==> src/include/dqf_pkg.sv <==
package dqf_pkg;

  // register byte addresses on the bus
  localparam logic [7:0] OFS_CAX = 8'h00;
  localparam logic [7:0] OFS_CBX = 8'h04;
  localparam logic [7:0] OFS_CCX = 8'h08;
  localparam logic [7:0] OFS_CTRL = 8'h0c;
  localparam logic [7:0] OFS_FX = 8'h10;
  localparam logic [7:0] OFS_FH = 8'h14;
  localparam logic [7:0] OFS_FL = 8'h18;
  localparam logic [7:0] OFS_CFG = 8'h1c;
  localparam logic [7:0] OFS_STAT = 8'h20;

  // field positions
  localparam int DIR_EN_BIT = 7;
  localparam int DIR_VAL_BIT = 6;
  localparam int CTRL_EN_BIT = 7;
  localparam int CTRL_ARM_BIT = 6;
  localparam int FX_PAGED_BIT = 7;
  localparam int FX_MSB_BIT = 0;
  localparam int CFG_FULL_BIT = 0;
  localparam int CFG_BEGIN_BIT = 1;
  localparam int STAT_FULL_BIT = 7;
  localparam int STAT_EMPTY_BIT = 6;

  // writable bits; everything else is reserved and reads zero
  localparam logic [7:0] DIR_WMASK = 8'hc0;
  localparam logic [7:0] CTRL_WMASK = 8'hf1;
  localparam logic [7:0] CFG_WMASK = 8'h03;

  // values after reset
  localparam logic [7:0] EXT_RESET = 8'h00;
  localparam logic [7:0] CTRL_RESET = 8'h00;
  localparam logic [7:0] CFG_RESET = 8'h00;

  localparam logic [1:0] RESP_OKAY = 2'h0;
  localparam logic [1:0] RESP_SLVERR = 2'h2;

  typedef enum logic [3:0] {
    REG_CAX = 4'b0000,
    REG_CBX = 4'b0001,
    REG_CCX = 4'b0010,
    REG_CTRL = 4'b0011,
    REG_FX = 4'b0100,
    REG_FH = 4'b0101,
    REG_FL = 4'b0110,
    REG_CFG = 4'b0111,
    REG_STAT = 4'b1000,
    REG_NONE = 4'b1111
  } dqf_reg_e;

  // one captured trace word with its extension
  typedef struct packed {
    logic paged_access_flag;
    logic [16:0] addr;
  } dqf_entry_s;

endpackage

==> src/hw/dqf_debug_qual.sv <==
// What this block does
// - asynchronous reset clears all extension bits
// - end-run reset need not force extension values
// - enabled, begin clear: extensions survive end-run reset
// - B enable bit 7 adds direction
// - B value bit 6: 0 write, 1 read
// - full modes use A direction bits
// - C enable bit 7 adds direction
// - C value bit 6: 0 write, 1 read
// - reserved bits ignore writes, read zero
// - extension bit 7 flags paged access
// - unpaged entry: address bit 16 zero
// - paged entry: page bits over address
// - extension bit 0 is address bit 16
// - control register at offset 0x0C
// - A value bit: 0 write, 1 read
// - low byte read advances trace pointer
// - secure mode forces enable off
`timescale 1ns/1ps

module dqf_debug_qual
  import dqf_pkg::*;
#(
  parameter int DEPTH = 8
)
(
  input wire logic CLK,
  input wire logic RST_N,
  input wire logic END_RUN_RST,
  input wire logic SECURE,
  input wire logic BUS_RNW,
  input wire logic [15:0] CPU_ADDR,
  input wire logic [2:0] PAGE_REG,
  input wire logic PAGE_SEL,
  input wire logic CAPTURE,
  input wire logic EVENT_ONLY,
  input wire logic [7:0] S_AXI_AWADDR,
  input wire logic S_AXI_AWVALID,
  output logic S_AXI_AWREADY,
  input wire logic [31:0] S_AXI_WDATA,
  input wire logic [3:0] S_AXI_WSTRB,
  input wire logic S_AXI_WVALID,
  output logic S_AXI_WREADY,
  output logic [1:0] S_AXI_BRESP,
  output logic S_AXI_BVALID,
  input wire logic S_AXI_BREADY,
  input wire logic [7:0] S_AXI_ARADDR,
  input wire logic S_AXI_ARVALID,
  output logic S_AXI_ARREADY,
  output logic [31:0] S_AXI_RDATA,
  output logic [1:0] S_AXI_RRESP,
  output logic S_AXI_RVALID,
  input wire logic S_AXI_RREADY,
  output logic DEBUG_ENABLE,
  output logic ARMED,
  output logic FULL_MODE,
  output logic DIR_OK_A,
  output logic DIR_OK_B,
  output logic DIR_OK_C
);

  localparam int CW = $clog2(DEPTH+1);

  // any offset not listed, misaligned ones too, decodes to none and is refused
  function automatic dqf_reg_e reg_decode(input logic [7:0] a);
    case (a)
      OFS_CAX: reg_decode = REG_CAX;
      OFS_CBX: reg_decode = REG_CBX;
      OFS_CCX: reg_decode = REG_CCX;
      OFS_CTRL: reg_decode = REG_CTRL;
      OFS_FX: reg_decode = REG_FX;
      OFS_FH: reg_decode = REG_FH;
      OFS_FL: reg_decode = REG_FL;
      OFS_CFG: reg_decode = REG_CFG;
      OFS_STAT: reg_decode = REG_STAT;
      default: reg_decode = REG_NONE;
    endcase
  endfunction

  // a cleared enable passes every cycle; a set enable asks for rnw == value
  function automatic logic dir_ok(input logic en, input logic val, input logic rnw);
    dir_ok = !en || (val == rnw);
  endfunction

  // registers
  logic [7:0] cax;
  logic [7:0] cbx;
  logic [7:0] ccx;
  logic [7:0] ctrl;
  logic [7:0] cfg;

  // write channel state
  logic aw_held;
  logic [7:0] aw_addr;
  logic w_held;
  logic [7:0] w_byte;
  logic w_lane0;
  logic bvalid;
  logic [1:0] bresp;

  // read channel state
  logic rvalid;
  logic [1:0] rresp;
  logic [7:0] rbyte;

  // direction qualifiers
  logic dir_a;
  logic dir_b;
  logic dir_c;

  // trace store
  dqf_entry_s head;
  dqf_entry_s cap_entry;
  logic st_empty;
  logic st_full;
  logic [CW-1:0] st_count;

  // write path: each half is held until both are in; a lone half keeps its
  // ready low, so a second address cannot overtake the first
  assign S_AXI_AWREADY = !aw_held && !bvalid;
  assign S_AXI_WREADY = !w_held && !bvalid;

  wire aw_take = S_AXI_AWVALID && S_AXI_AWREADY;
  wire w_take = S_AXI_WVALID && S_AXI_WREADY;
  wire do_write = aw_held && w_held && !bvalid;

  wire dqf_reg_e wr_reg = reg_decode(aw_addr);
  // lane 0 strobe low still answers okay, but nothing is written
  wire wr_en = do_write && w_lane0;
  wire wr_cax = wr_en && (wr_reg == REG_CAX);
  wire wr_cbx = wr_en && (wr_reg == REG_CBX);
  wire wr_ccx = wr_en && (wr_reg == REG_CCX);
  wire wr_ctrl = wr_en && (wr_reg == REG_CTRL);
  wire wr_cfg = wr_en && (wr_reg == REG_CFG);
  wire [1:0] next_bresp = (wr_reg == REG_NONE) ? RESP_SLVERR : RESP_OKAY;

  // only masked bits store: the two direction bits, cfg bits 1:0, ctrl bits 7:4 and 0; other bits drop the write
  wire [7:0] next_cax = wr_cax ? (w_byte & DIR_WMASK) : cax;
  wire [7:0] next_cbx = wr_cbx ? (w_byte & DIR_WMASK) : cbx;
  wire [7:0] next_ccx = wr_ccx ? (w_byte & DIR_WMASK) : ccx;
  wire [7:0] next_cfg = wr_cfg ? (w_byte & CFG_WMASK) : cfg;
  wire [7:0] ctrl_wr = wr_ctrl ? (w_byte & CTRL_WMASK) : ctrl;

  // secure mode holds the enable low, so it cannot be set either
  wire [7:0] sec_clear = SECURE ? (8'h01 << CTRL_EN_BIT) : 8'h00;
  // an end-run reset disarms the trace but keeps the other control bits
  wire [7:0] arm_clear = END_RUN_RST ? (8'h01 << CTRL_ARM_BIT) : 8'h00;
  wire [7:0] next_ctrl = ctrl_wr & ~sec_clear & ~arm_clear;

  always_ff @(posedge CLK or negedge RST_N)
  begin
    if (!RST_N)
    begin
      aw_held <= 1'b0;
      aw_addr <= 8'h00;
      w_held <= 1'b0;
      w_byte <= 8'h00;
      w_lane0 <= 1'b0;
      bvalid <= 1'b0;
      bresp <= RESP_OKAY;
    end
    else
    begin
      if (aw_take)
      begin
        aw_held <= 1'b1;
        aw_addr <= S_AXI_AWADDR;
      end
      else if (do_write)
      begin
        aw_held <= 1'b0;
      end
      if (w_take)
      begin
        w_held <= 1'b1;
        w_byte <= S_AXI_WDATA[7:0];
        w_lane0 <= S_AXI_WSTRB[0];
      end
      else if (do_write)
      begin
        w_held <= 1'b0;
      end
      if (do_write)
      begin
        bvalid <= 1'b1;
        bresp <= next_bresp;
      end
      else if (S_AXI_BREADY)
      begin
        bvalid <= 1'b0;
      end
    end
  end

  assign S_AXI_BVALID = bvalid;
  assign S_AXI_BRESP = bresp;

  // register file: the asynchronous reset stands for power-on and every
  // reset that is not an end-run reset; END_RUN_RST leaves these untouched except the arm bit of ctrl, which it clears,
  // whether or not the trace had enable set and begin clear
  always_ff @(posedge CLK or negedge RST_N)
  begin
    if (!RST_N)
    begin
      cax <= EXT_RESET;
      cbx <= EXT_RESET;
      ccx <= EXT_RESET;
      ctrl <= CTRL_RESET;
      cfg <= CFG_RESET;
    end
    else
    begin
      cax <= next_cax;
      cbx <= next_cbx;
      ccx <= next_ccx;
      ctrl <= next_ctrl;
      cfg <= next_cfg;
    end
  end

  // read path: data is latched at the address edge, so a pop in that same
  // edge cannot mix two entries
  assign S_AXI_ARREADY = !rvalid;
  wire ar_take = S_AXI_ARVALID && S_AXI_ARREADY;
  wire dqf_reg_e rd_reg = reg_decode(S_AXI_ARADDR);

  wire [7:0] fx_byte = (8'(head.paged_access_flag) << FX_PAGED_BIT)
    | (8'(head.addr[16]) << FX_MSB_BIT);
  // count fills the low bits; depths above 63 would run into the flags
  wire [7:0] stat_byte = (8'(st_full) << STAT_FULL_BIT)
    | (8'(st_empty) << STAT_EMPTY_BIT) | 8'(st_count);

  logic [7:0] next_rbyte;
  always_comb
  begin
    case (rd_reg)
      REG_CAX: next_rbyte = cax;
      REG_CBX: next_rbyte = cbx;
      REG_CCX: next_rbyte = ccx;
      REG_CTRL: next_rbyte = ctrl;
      REG_FX: next_rbyte = fx_byte;
      REG_FH: next_rbyte = head.addr[15:8];
      REG_FL: next_rbyte = head.addr[7:0];
      REG_CFG: next_rbyte = cfg;
      REG_STAT: next_rbyte = stat_byte;
      default: next_rbyte = 8'h00;
    endcase
  end

  wire [1:0] next_rresp = (rd_reg == REG_NONE) ? RESP_SLVERR : RESP_OKAY;
  // the pointer moves only on the low byte, so the extension and high byte
  // of an entry must be read first
  wire pop = ar_take && (rd_reg == REG_FL);

  always_ff @(posedge CLK or negedge RST_N)
  begin
    if (!RST_N)
    begin
      rvalid <= 1'b0;
      rresp <= RESP_OKAY;
      rbyte <= 8'h00;
    end
    else
    begin
      if (ar_take)
      begin
        rvalid <= 1'b1;
        rresp <= next_rresp;
        rbyte <= next_rbyte;
      end
      else if (S_AXI_RREADY)
      begin
        rvalid <= 1'b0;
      end
    end
  end

  assign S_AXI_RVALID = rvalid;
  assign S_AXI_RRESP = rresp;
  assign S_AXI_RDATA = {24'h00_0000, rbyte};

  // trace capture: a capture while the store is full is dropped, never
  // overwritten, so the oldest entries survive for software
  wire push = CAPTURE && ctrl[CTRL_EN_BIT] && ctrl[CTRL_ARM_BIT];
  wire paged = PAGE_SEL && !EVENT_ONLY;
  wire [16:0] paged_addr = {PAGE_REG, CPU_ADDR[13:0]};
  wire [16:0] plain_addr = {1'b0, CPU_ADDR};
  // event-only words carry no address at all
  wire [16:0] cap_addr = EVENT_ONLY ? 17'h0_0000
    : (paged ? paged_addr : plain_addr);

  // one driver for the whole entry keeps both fields in step
  assign cap_entry = {paged, cap_addr};

  dqf_ext_store #(
    .DEPTH(DEPTH)
  ) u_store (
    .CLK(CLK),
    .RST_N(RST_N),
    .PUSH(push),
    .PUSH_ENTRY(cap_entry),
    .POP(pop),
    .HEAD(head),
    .EMPTY(st_empty),
    .FULL(st_full),
    .COUNT(st_count)
  );

  // direction qualification
  wire full_mode = cfg[CFG_FULL_BIT];
  wire a_en = cax[DIR_EN_BIT];
  wire a_val = cax[DIR_VAL_BIT];
  // in full modes comparator B follows the A direction bits
  wire b_en = full_mode ? a_en : cbx[DIR_EN_BIT];
  wire b_val = full_mode ? a_val : cbx[DIR_VAL_BIT];
  wire c_en = ccx[DIR_EN_BIT];
  wire c_val = ccx[DIR_VAL_BIT];

  always_ff @(posedge CLK or negedge RST_N)
  begin
    if (!RST_N)
    begin
      // pass out of reset: no cycle is filtered before software sets a mask
      dir_a <= 1'b1;
      dir_b <= 1'b1;
      dir_c <= 1'b1;
    end
    else
    begin
      dir_a <= dir_ok(a_en, a_val, BUS_RNW);
      dir_b <= dir_ok(b_en, b_val, BUS_RNW);
      dir_c <= dir_ok(c_en, c_val, BUS_RNW);
    end
  end

  assign DIR_OK_A = dir_a;
  assign DIR_OK_B = dir_b;
  assign DIR_OK_C = dir_c;
  assign DEBUG_ENABLE = ctrl[CTRL_EN_BIT];
  assign ARMED = ctrl[CTRL_ARM_BIT];
  assign FULL_MODE = full_mode;

endmodule

==> src/hw/dqf_ext_store.sv <==
`timescale 1ns/1ps

module dqf_ext_store
  import dqf_pkg::*;
#(
  parameter int DEPTH = 8
)
(
  input wire logic CLK,
  input wire logic RST_N,
  input wire logic PUSH,
  input wire dqf_entry_s PUSH_ENTRY,
  input wire logic POP,
  output dqf_entry_s HEAD,
  output logic EMPTY,
  output logic FULL,
  output logic [$clog2(DEPTH+1)-1:0] COUNT
);

  localparam int PW = (DEPTH > 1) ? $clog2(DEPTH) : 1;
  localparam int CW = $clog2(DEPTH+1);

  dqf_entry_s mem [DEPTH];
  logic [PW-1:0] wr_ptr;
  logic [PW-1:0] rd_ptr;
  logic [CW-1:0] count;

  wire do_push = PUSH && !FULL;
  wire do_pop = POP && !EMPTY;

  function automatic logic [PW-1:0] ptr_inc(input logic [PW-1:0] p);
    ptr_inc = (p == PW'(DEPTH - 1)) ? '0 : p + 1'b1;
  endfunction

  assign EMPTY = (count == '0);
  assign FULL = (count == CW'(DEPTH));
  assign COUNT = count;
  // an empty store reads as all zeros
  assign HEAD = EMPTY ? '0 : mem[rd_ptr];

  // only the asynchronous reset clears; an end-run reset leaves all as is
  always_ff @(posedge CLK or negedge RST_N)
  begin
    if (!RST_N)
    begin
      for (int i = 0; i < DEPTH; i++)
      begin
        mem[i] <= '0;
      end
      wr_ptr <= '0;
      rd_ptr <= '0;
      count <= '0;
    end
    else
    begin
      if (do_push)
      begin
        mem[wr_ptr] <= PUSH_ENTRY;
        wr_ptr <= ptr_inc(wr_ptr);
      end
      if (do_pop)
      begin
        rd_ptr <= ptr_inc(rd_ptr);
      end
      if (do_push && !do_pop)
      begin
        count <= count + 1'b1;
      end
      else if (do_pop && !do_push)
      begin
        count <= count - 1'b1;
      end
    end
  end

endmodule

==> config.mk <==
export PLATFORM = sky130hd
export DESIGN_NAME = dqf_debug_qual
export DESIGN_NICKNAME = d
export VERILOG_FILES = /design/src/include/dqf_pkg.sv /design/src/hw/dqf_debug_qual.sv /design/src/hw/dqf_ext_store.sv
export SDC_FILE = /design/constraint.sdc
export NUM_CORES = 1
export LEC_CHECK = 0
export ABC_AREA = 1
export ABC_CLOCK_PERIOD_IN_PS = 3500
export BUFFER_PORTS_ARGS = -buffer_cell sky130_fd_sc_hd__buf_4
export CORE_MARGIN = 2
export CORE_UTILIZATION = 58
export CTS_CLUSTER_DIAMETER = 150
export CTS_CLUSTER_SIZE = 25
export DETAILED_ROUTE_END_ITERATION = 8
export PLACE_DENSITY_LB_ADDON = 0.12
export SYNTH_ARGS = -nofsm -noshare
export SYNTH_HDL_FRONTEND = slang
export SYNTH_SLANG_ARGS = --single-unit
==> constraint.sdc <==
create_clock -name CLK -period 3.5 [get_ports CLK]
set_clock_uncertainty 0.15 [all_clocks]
set_input_delay 0.35 -clock CLK [delete_from_list [all_inputs] [get_ports CLK]]
set_output_delay 0.35 -clock CLK [all_outputs]
set_load 0.03 [all_outputs]
==> results.ini <==
[cts]
clock_path_buffers = 2
numCtsBuffers = 17
cts_tree = built
clk_pin_slew_ps = 70
clk_latency_ps = 450
cts.sinks = 199
clockRootBuffer = clkbuf_16
ctsResizeCount = 0
cts.htree.levels = 4

[layout]
n_antenna_cell = 0
layout-drive-gt1-share = 0.151
final_common_cell = nand2_1
area_growth_pct = 12.3
final_cell_mix = 385 x nand2_1, 195 x dfrtp_1, 133 x o21ai_0
final_util = 0.667
nets = 1362
finalInstanceArea_sq_um = 11100

[sta]
timing.fmax_ghz = 0.333
tns_ps = 0
setup_viol = 0
timing.slew.headroom = 0.446
rsz0062_at_grt = false
hold_viol = 0
finalCritPeriodShare = 0.857
fin_crit_ps = 3000
slew_violations = 0
worst_pin_slew_ps = 826

[power]
p_int_mw = 3.80
power.density_nw_per_um2 = 472
total_power_mw = 5.24
combPwrFrac = 0.137
sw_frac_of_total = 0.275
ir_drop_v = 0.000429
p_switching_mw = 1.44
power_frac_clock = 0.379
pwr-share-seq = 0.484
p_leak_nw = 5.33

[min_path]
hold_class = input port to flop
hp-start = BUS_RNW
hold_depth = 3

[critical_path]
endpoint = u_store.COUNT[3]
required_ps = 3680
arrival_ps = 3180
end_kind = flop
reg2reg_slack_ps = 500
r2r_end = u_store.COUNT[3]
reg2reg_depth = 16
crit_type = flop to flop
start_kind = flop
setup.worst_path.start = u_store.COUNT[2]
cp_max_fo = 7
rr_startpoint = u_store.COUNT[2]

[synth]
synth_seq_area_share = 0.504
ys_seq_elements = 199
synth_cell_type_count = 42
synth-main-ff-cell = dfrtp_1
synth_edf_count = 0
synth-async-reset-ratio = 1.00
postSynthCellCount = 1208
syn_area_sq_um = 9890
yosys_warnings = 0
avgSynthCellArea_sq_um = 8.19

[global_route]
grt_start_max_net_pins = 98
grt_antenna_before_repair = 0
first_global_vias = 7520
grt_pass1_wl_um = 39100
grt.total_usage = 0.278
grt_overflow_total = 0

[detailed_routing]
drtIter0Drc = 635
num_vias = 8039
wire_per_inst_um = 15.9
drtPass1Iterations = 5
avgViaCountPerCell = 5.35
drc_errors = 0
drt_wl_total_um = 23800
ant_nets = 0

[floorplan]
die_w_um = 135
start_util = 0.594
ioPinCount = 131
coreArea_sq_um = 16600
die_y_um = 135
rows = 47
die_area_sq_um = 18100

[outcome]
status = finished, final reports clean

[run]
maxCapViolCount = 0

[place]
finalWeightedCongestion = 0.818
numPortBuffers = 75
place_area_sq_um = 10400
hpwl_um = 14700

-- flip-flops by register name, summed over array words and instances (netlist names), 3 cells and up --
signal,flops
u_store.mem,144
aw_addr,8
rbyte,8
w_byte,6
ctrl,5
u_store.COUNT,4
u_store.rd_ptr,3
u_store.wr_ptr,3
-- how the worst min path moves through the flow --
stage                                end  slack [ps]
final                           DIR_OK_A           9
after global placement          DIR_OK_C         290
after floorplan           S_AXI_BRESP[1]        -100
after detailed placement        DIR_OK_C         300
after global routing          aw_addr[2]          20
after CTS                      w_byte[1]         0.3
-- cells by family after synthesis --
| family | synth area share |
|---|---|
| compound gates | 0.132 |
| xor+xnor | 0.00354 |
| fa+ha+maj | 0.0109 |
| buf+inv | 0.0931 |
| flops | 0.504 |
| mux | 0.00911 |
| other cells | 0.000379 |
| simple gates | 0.247 |
-- what timing repair did --
| item | CTS | global route |
|---|---|---|
| setup buffers | 0 | 0 |
| hold buffers | 14 | 0 |
| hold endpoints to repair | 104 | 0 |
-- power groups by stage --
| stage | Sequential (mW) | Combinational (mW) | Clock, mW |
|---|---|---|---|
| after CTS | 2.54 | 0.721 | 2.00 |
| final | 2.54 | 0.717 | 1.99 |
| after detailed placement | 2.58 | 0.709 | 0 |
| after global routing | 2.56 | 0.804 | 2.10 |
| after global placement | 2.57 | 0.689 | 0 |
| after floorplan | 2.59 | 0.448 | 0 |
-- routing by layer --
layer	global-route usage	part of all wire	up-vias
met1	0.396	0.46	3821
met2	0.436	0.47	221
met3	0.0522	0.048	40
met4	0.0877	0.024	0
met5	0	0	-
li1	-	-	3957
-- through the flow --
stage / setup slack (ps) / std cells / hold WS [ps]
final: 501 / 1502 / 9.44
after global routing: 221 / 1502 / 18.2
after CTS: 532 / 1502 / 0.347
after detailed placement: 311 / 1457 / 303
after global placement: 489 / 1457 / 294
after floorplan: 815 / 1233 / -95.6
-- cell type report --
| class | count | area (sq um) |
|---|---|---|
| fill | 1449 | 5540 |
| sequential | 199 | 4980 |
| multi-input combinational | 856 | 4080 |
| timing repair buffer | 99 | 810 |
| clock buffer | 20 | 467 |
| inverter | 97 | 364 |
| tap | 220 | 275 |
| clock inverter | 11 | 123 |
-- cell usage after synthesis (7+ instances only) --
cell	n	area share
o21ai_1	23	0.012
mux2_2	8	0.0091
buf_6	13	0.015
o211ai_1	8	0.0061
nor2_1	79	0.030
nand4_1	10	0.0063
inv_1	84	0.032
buf_2	17	0.0086
ha_1	7	0.0089
inv_2	11	0.0042
o21ai_0	133	0.067
buf_4	27	0.020
a21oi_1	15	0.0076
nor2_4	9	0.010
clkbuf_1	19	0.0072
nand2_1	385	0.15
dfrtp_1	196	0.50
nand3_1	89	0.045
o21ai_2	37	0.033
-- worst max-delay path, cell delays in order (launching register included) --
cell and delay, ps:
dfrtp_1 450, inv_1 80, nand2_1 50, nor3_1 400, nor2_2 160, inv_1 160, nor2_4 60, inv_1 70
ha_1 180, inv_1 90, ha_1 280, a21o_2 210, a21oi_1 200, nand2_1 90, nand2_1 70, nor2_1 50
xor2_1 130
No activity file was read; power rests on OpenSTA's default activity.
